`config.mk`:
```
export PLATFORM = sky130hd
export DESIGN_NAME = serial_host_port
export DESIGN_NICKNAME = d
export VERILOG_FILES = /design/src/verilog/serial_host_port.v
export VERILOG_INCLUDE_DIRS = /design/src /design/src/pkg
export SDC_FILE = /design/constraint.sdc
export NUM_CORES = 1
export LEC_CHECK = 0
export ABC_AREA = 0
export BUFFER_PORTS_ARGS = -buffer_cell sky130_fd_sc_hd__clkbuf_2
export CORE_AREA = 2 2 291 293
export DETAILED_ROUTE_END_ITERATION = 7
export DIE_AREA = 0 0 293 295
export PLACE_DENSITY = 0.81
export RECOVER_POWER = 25
export SYNTH_ARGS = -nofsm -noshare
export SYNTH_HDL_FRONTEND = slang
export SYNTH_SLANG_ARGS = --single-unit
```
`constraint.sdc`:
```
create_clock -name mclk -period 4.15 [get_ports mclk]
set_clock_uncertainty 0.05 [all_clocks]
set_input_delay 0.83 -clock mclk [delete_from_list [all_inputs] [get_ports mclk]]
set_output_delay 0.83 -clock mclk [all_outputs]
set_load 0.02 [all_outputs]
```
`src/pkg/serial_port_consts.vh`:
```
// Constants for the display module serial host port
`ifndef SERIAL_PORT_CONSTS_VH
`define SERIAL_PORT_CONSTS_VH
`define OP_WRITE        8'h44
`define OP_READ         8'h54
`define OP_STATUS       8'h58
`define READ_LEAD_BYTE  8'h00
`define EMPTY_READ_BYTE 8'hff
`define I2C_ADDR_BASE   7'h50
`define I2C_GENCALL     7'h00
`define STAT_BUSY_BIT   7
`define STAT_BAD_BIT    6
`define TL_MAX          7'd63
`define SPI_BUSY_AT     12'd54
`define SPI_READY_AT    12'd128
`define I2C_BUSY_AT     12'd62
`define I2C_READY_AT    12'd100
`define RX_DEPTH        2047
`define TX_DEPTH        127
`define INIT_DELAY_NS   100000
`define CLK_PERIOD_NS   100
`define INIT_CYCLES     ((`INIT_DELAY_NS + `CLK_PERIOD_NS - 1) / `CLK_PERIOD_NS)
`endif

```
`src/verilog/serial_host_port.v`:
```
// Serial host port: SPI and I2C slave, busy flags, transmit routing
//
// Contract
// - Module is SPI slave, host clocks
// - Select low frames one command, opcode first
// - Opcodes 44h write, 54h read, 58h status
// - Write bytes after opcode go to receive
// - Read sends 00h then transmit data
// - Reported count released, unread bytes dropped
// - Status byte repeated, latest value each byte
// - Status: busy b7, zero b6, count capped 63
// - Status with bit 6 set is invalid
// - Straps pick I2C address 50h to 53h
// - General call address never acknowledged
// - I2C to 400 kbps, ack, may stretch
// - Stretch clock while command is processed
// - Empty transmit buffer reads as FFh
// - Master acks bytes, nacks last, stops
// - After reset, responses go to serial
// - USB bulk IN selects USB transmit
// - Serial data after USB returns to serial
// - Selection cleared by reset or setup exit
// - Reset, then initialisation delay before data
// - Outputs released during reset and initialisation
// - Busy hysteresis 54/128 SPI, 62/100 I2C
// - Transmit pending high when buffer nonempty
`include "serial_port_consts.vh"
module serial_host_port #(
   parameter INIT_CYCLES = `INIT_CYCLES
) (
   input  wire       mclk,
   input  wire       reset,
   input  wire       reset_n_pin,
   input  wire       i2c_mode,
   input  wire       addr_strap_lo,
   input  wire       addr_strap_hi,
   input  wire       sck_in,
   input  wire       ssel_n_in,
   input  wire       mosi_in,
   output reg        miso_out,
   output wire       miso_oe_n,
   input  wire       sda_in,
   output wire       sda_out,
   output wire       sda_oe_n,
   output wire       scl_out,
   output wire       scl_oe_n,
   output wire       rx_busy_out,
   output wire       rx_busy_oe_n,
   output wire       tx_pending_out,
   output wire       tx_pending_oe_n,
   output reg  [7:0] rx_data,
   output reg        rx_valid,
   input  wire       rx_pop,
   input  wire [11:0] rx_used,
   input  wire [7:0] tx_data,
   input  wire       tx_push,
   output wire       tx_full,
   input  wire       cmd_active,
   input  wire       usb_active,
   input  wire       usb_bulk_in,
   input  wire       setup_exit,
   output reg        tx_to_usb
);
   localparam TXW = 7;
   // Two-stage synchronisers for every pin input except i2c_mode
   reg [1:0] sck_s, ss_s, mosi_s, sda_s, rst_s, j0_s, j1_s;
   reg       sck_d, sda_d;
   always @(posedge mclk) begin
      sck_s  <= {sck_s[0], sck_in};
      ss_s   <= {ss_s[0], ssel_n_in};
      mosi_s <= {mosi_s[0], mosi_in};
      sda_s  <= {sda_s[0], sda_in};
      rst_s  <= {rst_s[0], reset_n_pin};
      j0_s   <= {j0_s[0], addr_strap_lo};
      j1_s   <= {j1_s[0], addr_strap_hi};
      sck_d  <= sck_s[1];
      sda_d  <= sda_s[1];
   end
   wire sck_rise = sck_s[1] & ~sck_d;
   wire sck_fall = ~sck_s[1] & sck_d;
   wire sel      = ~ss_s[1];
   wire ext_rst  = reset | ~rst_s[1];
   // Initialisation counter; outputs released until done
   reg [31:0] init_cnt_r;
   wire       ready_r = (init_cnt_r == 32'd0);
   always @(posedge mclk) begin
      if (ext_rst)
         init_cnt_r <= INIT_CYCLES;
      else if (!ready_r)
         init_cnt_r <= init_cnt_r - 32'd1;
   end
   // Transmit buffer, flip-flop storage
   reg [7:0]     tx_mem [0:`TX_DEPTH-1];
   reg [TXW-1:0] tx_wp_r, tx_rp_r, tx_cnt_r;
   wire          tx_pop;
   wire          tx_drop;
   reg  [TXW-1:0] tx_drop_n_r;
   assign tx_full = (tx_cnt_r == `TX_DEPTH);
   wire tx_wr = tx_push & ~tx_full;
   wire [TXW-1:0] tl_cap = (tx_cnt_r > `TL_MAX) ? `TL_MAX : tx_cnt_r;
   always @(posedge mclk) begin
      if (ext_rst) begin
         tx_wp_r  <= 7'd0;
         tx_rp_r  <= 7'd0;
         tx_cnt_r <= 7'd0;
      end else begin
         if (tx_wr) begin
            tx_mem[tx_wp_r] <= tx_data;
            tx_wp_r <= (tx_wp_r == `TX_DEPTH-1) ? 7'd0 : tx_wp_r + 7'd1;
         end
         if (tx_drop) begin
            tx_rp_r  <= (tx_rp_r + tx_drop_n_r >= `TX_DEPTH) ?
                        tx_rp_r + tx_drop_n_r - 7'd127 : tx_rp_r + tx_drop_n_r;
            tx_cnt_r <= tx_cnt_r - tx_drop_n_r + {6'd0, tx_wr};
         end else begin
            if (tx_pop)
               tx_rp_r <= (tx_rp_r == `TX_DEPTH-1) ? 7'd0 : tx_rp_r + 7'd1;
            tx_cnt_r <= tx_cnt_r + {6'd0, tx_wr} - {6'd0, tx_pop};
         end
      end
   end
   wire [7:0] tx_head = (tx_cnt_r == 7'd0) ? `EMPTY_READ_BYTE : tx_mem[tx_rp_r];
   // Busy flag with hysteresis on free space
   reg  busy_r;
   wire [11:0] free = 12'd2047 - rx_used;
   always @(posedge mclk) begin
      if (ext_rst || !ready_r)
         busy_r <= 1'b1;
      else if (!i2c_mode) begin
         if (free <= `SPI_BUSY_AT) busy_r <= 1'b1;
         else if (free >= `SPI_READY_AT) busy_r <= 1'b0;
      end else begin
         if (free <= `I2C_BUSY_AT) busy_r <= 1'b1;
         else if (free >= `I2C_READY_AT) busy_r <= 1'b0;
      end
   end
   wire [7:0] status = {busy_r, 1'b0, tl_cap[5:0]};
   assign rx_busy_out     = busy_r;
   assign tx_pending_out  = (tx_cnt_r != 7'd0);
   assign rx_busy_oe_n    = ~ready_r;
   assign tx_pending_oe_n = ~ready_r;
   // SPI slave, mode 0, MSB first
   localparam SP_OP = 4'b0001, SP_WR = 4'b0010, SP_RD = 4'b0100,
              SP_ST = 4'b1000;
   reg [3:0] sp_st_r;
   reg [2:0] sp_bit_r;
   reg [7:0] sp_sh_r, sp_tx_r;
   reg       sp_first_r;
   reg [TXW-1:0] sp_left_r;
   wire sp_byte = sel & sck_rise & (sp_bit_r == 3'd7);
   wire [7:0] sp_in = {sp_sh_r[6:0], mosi_s[1]};
   assign miso_oe_n = ~(ready_r & sel & ~i2c_mode);
   always @(posedge mclk) begin
      if (ext_rst || !sel || i2c_mode) begin
         sp_st_r <= SP_OP;
         sp_bit_r <= 3'd0;
         sp_sh_r <= 8'h00;
         sp_tx_r <= 8'h00;
         sp_first_r <= 1'b1;
         miso_out <= 1'b1;
      end else begin
         if (sck_rise) begin
            sp_sh_r <= sp_in;
            sp_bit_r <= sp_bit_r + 3'd1;
         end
         if (sck_fall)
            {miso_out, sp_tx_r} <= {sp_tx_r, 1'b0};
         if (sp_byte) begin
            case (sp_st_r)
               SP_OP: begin
                  if (sp_in == `OP_WRITE) sp_st_r <= SP_WR;
                  else if (sp_in == `OP_READ) begin
                     sp_st_r <= SP_RD;
                     sp_tx_r <= `READ_LEAD_BYTE;
                  end else if (sp_in == `OP_STATUS) begin
                     sp_st_r <= SP_ST;
                     sp_tx_r <= status;
                  end
               end
               SP_RD: sp_tx_r <= tx_head;
               SP_ST: sp_tx_r <= status;
               SP_WR: sp_st_r <= SP_WR;
               default: sp_st_r <= SP_OP;
            endcase
            sp_first_r <= 1'b0;
         end
      end
   end
   // Read consumes bytes; at deselect the rest of the count is dropped
   reg sel_d, in_rd_r;
   always @(posedge mclk) begin
      sel_d <= sel;
      if (ext_rst) begin
         in_rd_r <= 1'b0;
         sp_left_r <= 7'd0;
         tx_drop_n_r <= 7'd0;
      end else if (sp_byte && sp_st_r == SP_OP && sp_in == `OP_READ) begin
         in_rd_r <= 1'b1;
         sp_left_r <= tl_cap;
      end else if (sp_byte && sp_st_r == SP_RD && sp_left_r != 7'd0
                   && tx_cnt_r != 7'd0) begin
         sp_left_r <= sp_left_r - 7'd1;
      end else if (!sel && sel_d && in_rd_r) begin
         in_rd_r <= 1'b0;
         tx_drop_n_r <= (sp_left_r > tx_cnt_r) ? tx_cnt_r : sp_left_r;
      end else
         tx_drop_n_r <= 7'd0;
   end
   assign tx_drop = (tx_drop_n_r != 7'd0);
   wire sp_pop = sp_byte & (sp_st_r == SP_RD) & (sp_left_r != 7'd0)
                 & (tx_cnt_r != 7'd0);
   // I2C slave
   localparam I_IDLE = 5'b00001, I_ADDR = 5'b00010, I_WR = 5'b00100,
              I_RD = 5'b01000, I_ACK = 5'b10000;
   reg [4:0] i_st_r;
   reg [3:0] i_bit_r;
   reg [7:0] i_sh_r;
   reg       i_drv_r, i_sda_r, i_rdmode_r, i_hold_r, i_ackrd_r;
   wire scl_h  = sck_s[1];
   wire i_start = i2c_mode & scl_h & sda_d & ~sda_s[1];
   wire i_stop  = i2c_mode & scl_h & ~sda_d & sda_s[1];
   wire [6:0] my_addr = `I2C_ADDR_BASE | {5'd0, ~j1_s[1], ~j0_s[1]};
   wire [7:0] i_in = {i_sh_r[6:0], sda_s[1]};
   wire i_pop = i2c_mode & (i_st_r == I_RD) & sck_rise & (i_bit_r == 4'd7)
                & (tx_cnt_r != 7'd0);
   assign tx_pop = sp_pop | i_pop;
   // Stretch only in the SCL low phase; pulling a high SCL fakes an edge
   assign scl_out  = 1'b0;
   assign scl_oe_n = ~(ready_r & i2c_mode & i_hold_r & cmd_active
                       & ~scl_h);
   assign sda_out  = i_sda_r;
   assign sda_oe_n = ~(ready_r & i2c_mode & i_drv_r);
   reg i_wr_byte;
   always @(posedge mclk) begin
      i_wr_byte <= 1'b0;
      if (ext_rst || !i2c_mode || i_stop) begin
         i_st_r <= I_IDLE;
         i_drv_r <= 1'b0;
         i_sda_r <= 1'b1;
         i_bit_r <= 4'd0;
         i_hold_r <= 1'b0;
         i_sh_r <= 8'h00;
         i_rdmode_r <= 1'b0;
         i_ackrd_r <= 1'b0;
      end else if (i_start) begin
         i_st_r <= I_ADDR;
         i_bit_r <= 4'd0;
         i_drv_r <= 1'b0;
      end else begin
         if (!cmd_active) i_hold_r <= 1'b0;
         case (i_st_r)
            I_ADDR, I_WR: if (sck_rise) begin
               i_sh_r <= i_in;
               i_bit_r <= i_bit_r + 4'd1;
               if (i_bit_r == 4'd7) begin
                  if (i_st_r == I_ADDR) begin
                     // General call never matches        
                     if (i_in[7:1] == my_addr && i_in[7:1] != `I2C_GENCALL) begin
                        i_st_r <= I_ACK;
                        i_rdmode_r <= i_in[0];
                     end else
                        i_st_r <= I_IDLE;
                  end else begin
                     i_st_r <= I_ACK;
                     i_wr_byte <= 1'b1;
                     i_hold_r <= 1'b1;
                  end
               end
            end
            I_ACK: if (sck_fall) begin
               if (!i_drv_r) begin
                  i_drv_r <= 1'b1;
                  i_sda_r <= 1'b0;
               end else begin
                  i_bit_r <= 4'd0;
                  if (i_rdmode_r) begin
                     i_st_r <= I_RD;
                     i_sh_r <= tx_head;
                     i_sda_r <= tx_head[7];
                  end else begin
                     i_st_r <= I_WR;
                     i_drv_r <= 1'b0;
                  end
               end
            end
            I_RD: begin
               if (sck_rise) begin
                  i_bit_r <= i_bit_r + 4'd1;
                  if (i_bit_r == 4'd8)
                     i_ackrd_r <= ~sda_s[1];
               end
               if (sck_fall) begin
                  if (i_bit_r < 4'd8) begin
                     i_sda_r <= i_sh_r[7 - i_bit_r[2:0]];
                  end else if (i_bit_r == 4'd8) begin
                     i_drv_r <= 1'b0;
                  end else if (i_ackrd_r) begin
                     i_bit_r <= 4'd0;
                     i_drv_r <= 1'b1;
                     i_sh_r <= tx_head;
                     i_sda_r <= tx_head[7];
                  end else
                     i_st_r <= I_IDLE;
               end
            end
            default: i_st_r <= I_IDLE;
         endcase
      end
   end
   // Received data out, write bytes in order
   always @(posedge mclk) begin
      if (ext_rst || !ready_r) begin
         rx_valid <= 1'b0;
         rx_data <= 8'h00;
      end else if (sp_byte && sp_st_r == SP_WR) begin
         rx_valid <= 1'b1;
         rx_data <= sp_in;
      end else if (i_wr_byte) begin
         rx_valid <= 1'b1;
         rx_data <= i_sh_r;
      end else if (rx_pop)
         rx_valid <= 1'b0;
   end
   // Transmit route: serial data after USB selection wins back
   wire ser_rx = (sp_byte & ~sp_first_r) | i_wr_byte;
   reg  sticky_r;
   always @(posedge mclk) begin
      if (ext_rst || setup_exit) begin
         tx_to_usb <= 1'b0;
         sticky_r <= 1'b0;
      end else if (ser_rx && tx_to_usb) begin
         tx_to_usb <= 1'b0;
         sticky_r <= 1'b1;
      end else if (usb_active && usb_bulk_in && !sticky_r)
         tx_to_usb <= 1'b1;
   end
endmodule

```
## Yosys cells after proc, flatten, opt, wreduce, memory -nomap -nowiden

Memory sizes are Yosys's and may differ from the RTL's. A register that Yosys moved wholly into a read port is not among the register bits.
Index checks and enable logic that the tools add are counted.

- Memories kept: 1
- RAM bits: 1016
- Register bits: 144

Memories:

| name | words | width | rd ports | clocked after memory_dff | wr ports | line | source |
|---|---|---|---|---|---|---|---|
| tx_mem | 127 | 8 | 1 | 1 | 1 | serial_host_port.v:93 | `` reg [7:0] tx_mem [0:`TX_DEPTH-1]; `` |

- Equal/unequal tests: 43
- Magnitude comparators: 9
- $add $sub $neg: 15
- Bitwise gates (word level): 50
- Reductions and logical operators: 52
- Muxes and demuxes: 94

Operators with widths:

| operator | count |
|---|---|
| $mux W8 | 16 |
| $mux W7 | 13 |
| $mux W5 | 10 |
| $pmux W8 S3 | 2 |
| $mux W4 | 11 |
| $mux W1 | 35 |
| $logic_not A32 Y1 | 1 |
| $lt A32 B4 Y1 const B | 1 |
| $sub A32 B1 Y32 const B | 1 |
| $reduce_bool A7 Y1 | 4 |
| $ne A3 B3 Y1 const B | 9 |
| $and A1 B1 Y1 | 25 |
| $eq A8 B7 Y1 const B | 3 |
| $le A12 B6 Y1 const B | 2 |
| $pmux W4 S3 | 2 |
| $ne A2 B2 Y1 const B | 11 |
| $not A1 Y1 | 22 |
| $eq A7 B7 Y1 const B | 3 |
| $reduce_and A8 Y1 | 2 |
| $pmux W5 S3 | 1 |
| $add A7 B1 Y7 | 2 |
| $add A7 B1 Y7 const B | 2 |
| $ge A12 B7 Y1 const B | 1 |
| $ge A12 B8 Y1 const B | 1 |
| other kinds (46) | 83 |

## Depth between registers and ports, before layout

Gate-level depths: netlist of the first run.

- Depth after elaboration: 12
- Gate-level depth with buffers: 19

## Least setup slack after synthesis of the first run

No wires, ideal clock.

- Kind: reg-to-output
- Start: register init_cnt_r[9]
- End: output tx_pending_oe_n
- Data required time: 3.270 ns
- Slack: 0.521 ns
- Path buffers: 1
- Arrival time: 2.749 ns
- Stages on the path, launching flop included: 9
- Path through: dfxtp_1 or4_4 nor4_4 nand4_1 or3_1 or4_4 nor3_4 inv_1 buf_4

- Word-level cells in the longest chain between the ends: 2

RTL lines:

| element | line | source |
|---|---|---|
| start: declaration | serial_host_port.v:84 | `reg [31:0] init_cnt_r;` |
| start signal: assignment | serial_host_port.v:90 | `init_cnt_r <= init_cnt_r - 32'd1;` |
| $logic_not A32 Y1 | serial_host_port.v:85 | `wire ready_r = (init_cnt_r == 32'd0);` |
| $not A1 Y1 | n/a |  |
| end: declaration | serial_host_port.v:50 | `output wire tx_pending_oe_n,` |

No other way between the ends.

## Final worst setup path of the first run

- Start: register init_cnt_r[12]
- End: output sda_oe_n

- Word-level cells in the longest chain between the ends: 4

RTL lines:

| element | line | source |
|---|---|---|
| $logic_not A32 Y1 | serial_host_port.v:85 |  |
| $and A1 B1 Y1 (2 in a row) | serial_host_port.v:232 | `assign sda_oe_n = ~(ready_r & i2c_mode & i_drv_r);` |
| $not A1 Y1 | serial_host_port.v:232 |  |
| end: declaration | serial_host_port.v:44 | `output wire sda_oe_n,` |

No other way between the ends.

==> flow_summary.ini, run 1 <==
[outcome]
status = finished with violations
violations = max-capacitance violations, max-slew violations, negative setup slack

[timing]
tightest_slew_ns = 3.67
period_minus_slack_ns = 4.15
setup_slack_ns = -0.000272
fin_crit_sh_pct = 100
max_freq_mhz = 241
slew_headroom_pct = -145
grt_setup_unrepaired = true
fin_setup_tns_ns = -0.000272
slew_violations = 577
setup_violations = 1
hold_viol = 0

[setup_path]
path_max_fanout = 6
cp-start-kind = register
worst_ep_arrival_time_ns = 3.27
cp_common_cell = or4_4
slowest_delay_ns = 0.55
cp-end-kind = output pin
cp_slowest_cell = or4_4
path_class = register to output pin
cp_cell_sequence = or4_4 -> nor4_4 -> nand4_1 -> or3_4 -> or4_4 -> nor3_4 -> buf_12 -> nand3_2 -> buf_8
cp.required_ns = 3.27

[global_route]
antenna_found_initial = 0
grt_max_degree = 113
grt_usage_pct = 26.6
grt_pass1_vias = 27300
grt_pass1_wl_mm = 171
overflow = 0

[synthesis]
async_flop_share_pct = 0
ys_ff_latch = 1167
synthAdderAreaFrac_pct = 1.50
seq_area_frac_synth_pct = 71.2
synth_most_common_cell = edfxtp_1
netlist_area_sq_um = 47100
synth_xor_area_share_pct = 1.08
yosys.area.top_type_share_pct = 64.8
synthSimpleGateAreaFrac_pct = 6.22
synth-main-ff-cell = edfxtp_1
synthMuxAreaShare_pct = 12.8
syn-mean-instance-area_sq_um = 17.0
synthTopCellsByCount = 1016 x edfxtp_1, 250 x mux4_2, 237 x nor2_1
synth_nets = 2862
synthCells = 2772
synth_compound_area_share_pct = 5.57
ys_types = 75
yosysTopAreaCell = edfxtp_1
ys_warn_count = 0
synth_top_family_by_area = multiplexers
synth_area_leaders = edfxtp_1 65%, mux4_2 12%, dfxtp_1 6.4%, nor2_1 1.9%, a22oi_1 1.6%
synth_edf_count = 1016

[floorplan]
core_sq_um = 83200
die_h_microns = 295
dieArea_sq_um = 86400
start_util_pct = 56.6
fp.dieW_microns = 293
boundaryPins = 57
core.rowCount = 106

[cts]
hold_buffers = 0
clock_latency_ns = 0.73
clockBufferDepth = 3
cts_tree = done
cts.clk_slew.worst_paths_ns = 0.06
cts_sinks = 1167
cts_max_level = 3
ctsRootBufferMaster = clkbuf_16
cts_buffers = 110

[power_and_ir_drop]
peakVddDrop_mv = 0.474
p_leak_nw = 16.7
p_per_area_nw_per_um2 = 450

[cells_and_area]
drive_above_1_share_pct = 21.0
postLayoutCellArea_sq_um = 53100
nets = 2993
fin_cells = 4080
seq_area_sq_um = 33500
insertedDiodeCount = 0
area_delta_synth_final_pct = 12.8
fillers = 5377
fin_util_pct = 63.8
multi_input_area_sq_um = 12900

[run]
drv_cap = 7

[route]
drtPass1Iterations = 8
drc = 0
drtAntennaViolNets = 0
drt-initial-drc-count = 3362
vias = 27000
wl_mm = 114
viasPerCell = 6.63
wl_per_cell_microns = 27.9

[min_path]
hp-class = input port to register

[place]
dpl_cell_area_sq_um = 49100
dpl.cell_count = 3863
gp_congestion = 0.892
io_buffers = 55
dpl.hpwl_mm = 66.5
-- state kept, by name (all words and copies together), names as in the netlist, 2 cells and up, named ones only --
| signal | cells |
|---|---|
| rst_s | 2 |
| sck_s | 2 |
| init_cnt_r | 32 |
| sp_left_r | 7 |
| sp_sh_r | 7 |
| ss_s | 2 |
| sp_tx_r | 8 |
| mosi_s | 2 |
| j1_s | 2 |
| tx_cnt_r | 7 |
| tx_rp_r | 7 |
| sp_bit_r | 3 |
| sda_s | 2 |
| sp_st_r | 4 |
| tx_mem | 1016 |
| rx_data | 8 |
| tx_drop_n_r | 7 |
| tx_wp_r | 7 |
| j0_s | 2 |
| i_st_r | 5 |
| i_sh_r | 8 |
| i_bit_r | 4 |
-- final timing paths --
path | slack (ns) | depth (start not counted) | startpoint | end
setup / recovery | -0.0003 | 9 | init_cnt_r[12] | sda_oe_n
hold / removal | 0.22 | 1 | addr_strap_lo | j0_s[0]
setup reg to reg | 0.17 | 10 | register | sp_tx_r[0]
hold reg to reg | 0.27 | 0 | j1_s[0] | j1_s[1]
-- kinds of logic (layout without fill, tap and decap cells) --
logic type	count (synthesis)	count (layout)
AO/OA/AOI/OAI	398	398
XOR/XNOR	58	58
adder cells (fa/ha/maj)	55	55
buffers and inverters	183	411
flip-flops	1167	1167
multiplexers	290	290
other	1	1
AND/OR/NAND/NOR	620	620
-- placed cells by master (no fill, tap or decap), drive strengths merged, types with 13 or more instances in the layout --
cell,Yosys,routed
clkbuf,101,180
bufinv,0,19
nor2,237,237
xor2,24,24
nand2b,23,23
nor2b,24,24
buf,43,114
mux2i,31,31
dfxtp,151,151
xnor2,34,34
a211oi,31,31
nand3,46,46
edfxtp,1016,1016
inv,39,42
o211ai,13,13
clkinv,0,50
o22ai,13,13
o21ai,64,64
nand4,15,15
ha,51,51
nor3,28,28
a21oi,100,100
or3,16,16
mux4,250,250
nand2,161,161
a22oi,101,101
-- worst max-delay path, delay by kind of cell, from the launching register on --
family        cells  cell delay, ns
simple gates      7            2.00
flops             1            0.32
buf+inv           2            0.29
-- stage by stage --
step	setup slack [ns]	hold WS [ns]	power, W
after floorplan	0.521	0.260	0.0132
after global placement	0.300	0.268	0.0134
after detailed placement	0.228	0.262	0.0134
after CTS	-0.120	0.199	0.0240
after global routing	-0.162	0.193	0.0244
final	-0.000272	0.225	0.0239
-- layer usage --
layer  part of all wire (%)  vias to the layer above  track usage [%]
met5                      0                        -                0
met2                     49                     1785             43.5
li1                       -                    11300                -
met1                     37                    13600             34.9
met4                    4.7                        0             11.7
met3                     10                      354             5.50
-- area by class of cell --
class / instances / share of cell area [%]
tap: 1080 / 2.55
clock inverter: 78 / 1.86
timing repair buffer: 163 / 2.45
multi-input combinational: 1422 / 24.2
clock buffer: 131 / 5.45
inverter: 39 / 0.276
sequential: 1167 / 63.2
-- power breakdown --
group          switching (W)  internal, W  total (W)
clock network        0.00448      0.00620     0.0107
logic               0.000329    0.0000994   0.000429
registers          0.0000179       0.0128     0.0128
total                0.00483       0.0191     0.0239
-- timing repair --
item / in CTS / in global routing
pin swaps: 6 / 2
gates resized for setup: 9 / 12
endpoints found under the setup margin: 5 / 6
setup buffers: 7 / 1
(Power assumes the default switching activity.)
==> run 2: changes to the inputs <==
- CORE_AREA: 2 2 291 293 -> 2 2 310 312
- DIE_AREA: 0 0 293 295 -> 0 0 312 314
- PLACE_DENSITY: 0.81 -> 0.73
- SETUP_SLACK_MARGIN: not set -> 0.4
==> flow_summary.ini, run 2 (synthesized netlist as in run 1, its figures left out) <==
[global_route]
overflow = 0
antenna_found_initial = 2
grt_max_degree = 101
grt_pass1_vias = 26400
grt_usage_pct = 22.3
grt_pass1_wl_mm = 166

[setup_path]
cp_top_family = simple AND/OR/NAND/NOR gates
slowest_delay_ns = 0.53
cp_slowest_cell = or4_4
cp_common_cell = or4_4
path_max_fanout = 6
rrSetupSlack_ns = 0.14
cp_num_buf_inv = 2
cp-start-kind = register
path_class = register to output pin
cp-end-kind = output pin
reg2reg_depth = 25
worst_ep_arrival_time_ns = 3.21
cp_cell_sequence = or4_4 -> nor4_4 -> nand4_1 -> or3_4 -> or4_4 -> nor3_4 -> buf_6 -> nand3_2 -> buf_8
crit_cells = 9
cp.required_ns = 3.27

[cells_and_area]
fin_cells = 4265
postLayoutCellArea_sq_um = 53200
reg_top3 = tx_mem x1016, init_cnt_r x32
drive_above_1_share_pct = 20.7
final_cell_mix = 1016 x edfxtp_1, 250 x mux4_2, 236 x nor2_1, 159 x nand2_1, 144 x dfxtp_1
seq_area_sq_um = 33600
area_delta_synth_final_pct = 13.0
layout_commonest_cell = edfxtp_1
multi_input_area_sq_um = 12900
nets = 2991
fillers = 7055
largest_reg_flops = 1016
top_register = tx_mem

[timing]
hold_viol = 0
slew_headroom_pct = -139
setup_violations = 0
grt_setup_unrepaired = true
max_freq_mhz = 245
fin_crit_sh_pct = 98.5
slew_violations = 633
period_minus_slack_ns = 4.09
hold_ws_ns = 0.155
tightest_slew_ns = 3.59

[cts]
cts.clk_slew.worst_paths_ns = 0.06
cts_tree = done
ctsRootBufferMaster = clkbuf_16
cts_sinks = 1167
cts_buffers = 112
clock_latency_ns = 0.72
cts_max_level = 3
clockBufferDepth = 3

[route]
drtPass1Iterations = 8
wl_met3_mm = 9.54
viasPerCell = 6.21
wl_met2_mm = 52.8
wl_per_cell_microns = 25.6
wl_mm = 109
drtAntennaViolNets = 0
drt-initial-drc-count = 3359
drt-met1-wl_mm = 43.5
vias = 26500
top_layer_used = met4
drc = 19

[run]
drv_cap = 8

[place]
io_buffers = 55
dpl.cell_count = 4020
gp_congestion = 0.863
dpl.hpwl_mm = 66.4
dpl_cell_area_sq_um = 49100

[floorplan]
fp.dieW_microns = 312
core_sq_um = 94400
dieArea_sq_um = 98000
start_util_pct = 49.8
core.rowCount = 113
die_h_microns = 314
boundaryPins = 57

[min_path]
worstHoldPathCells = 1
hp-class = input port to register

[outcome]
violations = design-rule violations, max-capacitance violations, max-slew violations
status = finished with violations

[power_and_ir_drop]
p_per_area_nw_per_um2 = 440
peakVddDrop_mv = 0.347
p_leak_nw = 16.6
design_power_total_w = 0.0234
[run 2: changes by cell type in the layout (fill, tap and decap cells not counted), sizes merged]
cell	change
bufinv	-7
clkbuf	+8
inv	+2
clkinv	+3
buf	-8
clkinvlp	-1
diode	+3
[run 2: layer usage]
metal,global-route usage (%),vias up
li1,-,11300
met1,30.8,13500
met2,36.3,1374
met3,3.91,245
met4,7.22,0
met5,0,-
[run 2: stage by stage]
step / setup slack [ns] / setup TNS (ns) / utilization [%]
2_1_floorplan: 0.521 / 0 / -
3_3_place_gp: 0.366 / 0 / 52.0
3_5_place_dp: 0.287 / 0 / 52.0
4_1_cts: 0.00862 / 0 / 56.2
5_1_grt: -0.0713 / -0.259 / 56.3
6_report: 0.0607 / 0 / 56.3
[run 2: layout make-up]
type	instances	share of cell area, %
clock inverter	75	1.52
sequential	1167	63.1
inverter	39	0.275
tap	1265	2.97
timing repair buffer	159	2.49
antenna	3	0.0141
multi-input combinational	1422	24.2
clock buffer	135	5.43
[run 2: final timing paths]
path	from	end
min	addr_strap_hi	j1_s[0]
max	init_cnt_r[10]	scl_oe_n
max reg2reg	init_cnt_r[10]	init_cnt_r[20]
min reg2reg	mosi_s[0]	mosi_s[1]
[run 2: repair_timing]
action	4_1_cts	5_1_grt
cloned	0	0
hold buffers	0	0
endpoints found under the setup margin	11	110
endpoints found under the hold margin	0	0
gates resized for setup	33	25
buffers inserted	26	6
pin swaps	9	5
[run 2: power by group]
group / internal [W] / total (W) / switching [W]
clock network: 0.00576 / 0.0102 / 0.00445
registers: 0.0128 / 0.0128 / 0.0000192
logic: 0.000105 / 0.000435 / 0.000330
total: 0.0186 / 0.0234 / 0.00480
[run 2: worst reg2reg max path: cells and delay by family (launching register included)]
family	cells	cell delay (ns)
flip-flops	1	0.35
buffers and inverters	20	2.14
AO/OA/AOI/OAI	1	0.13
AND/OR/NAND/NOR	4	1.25
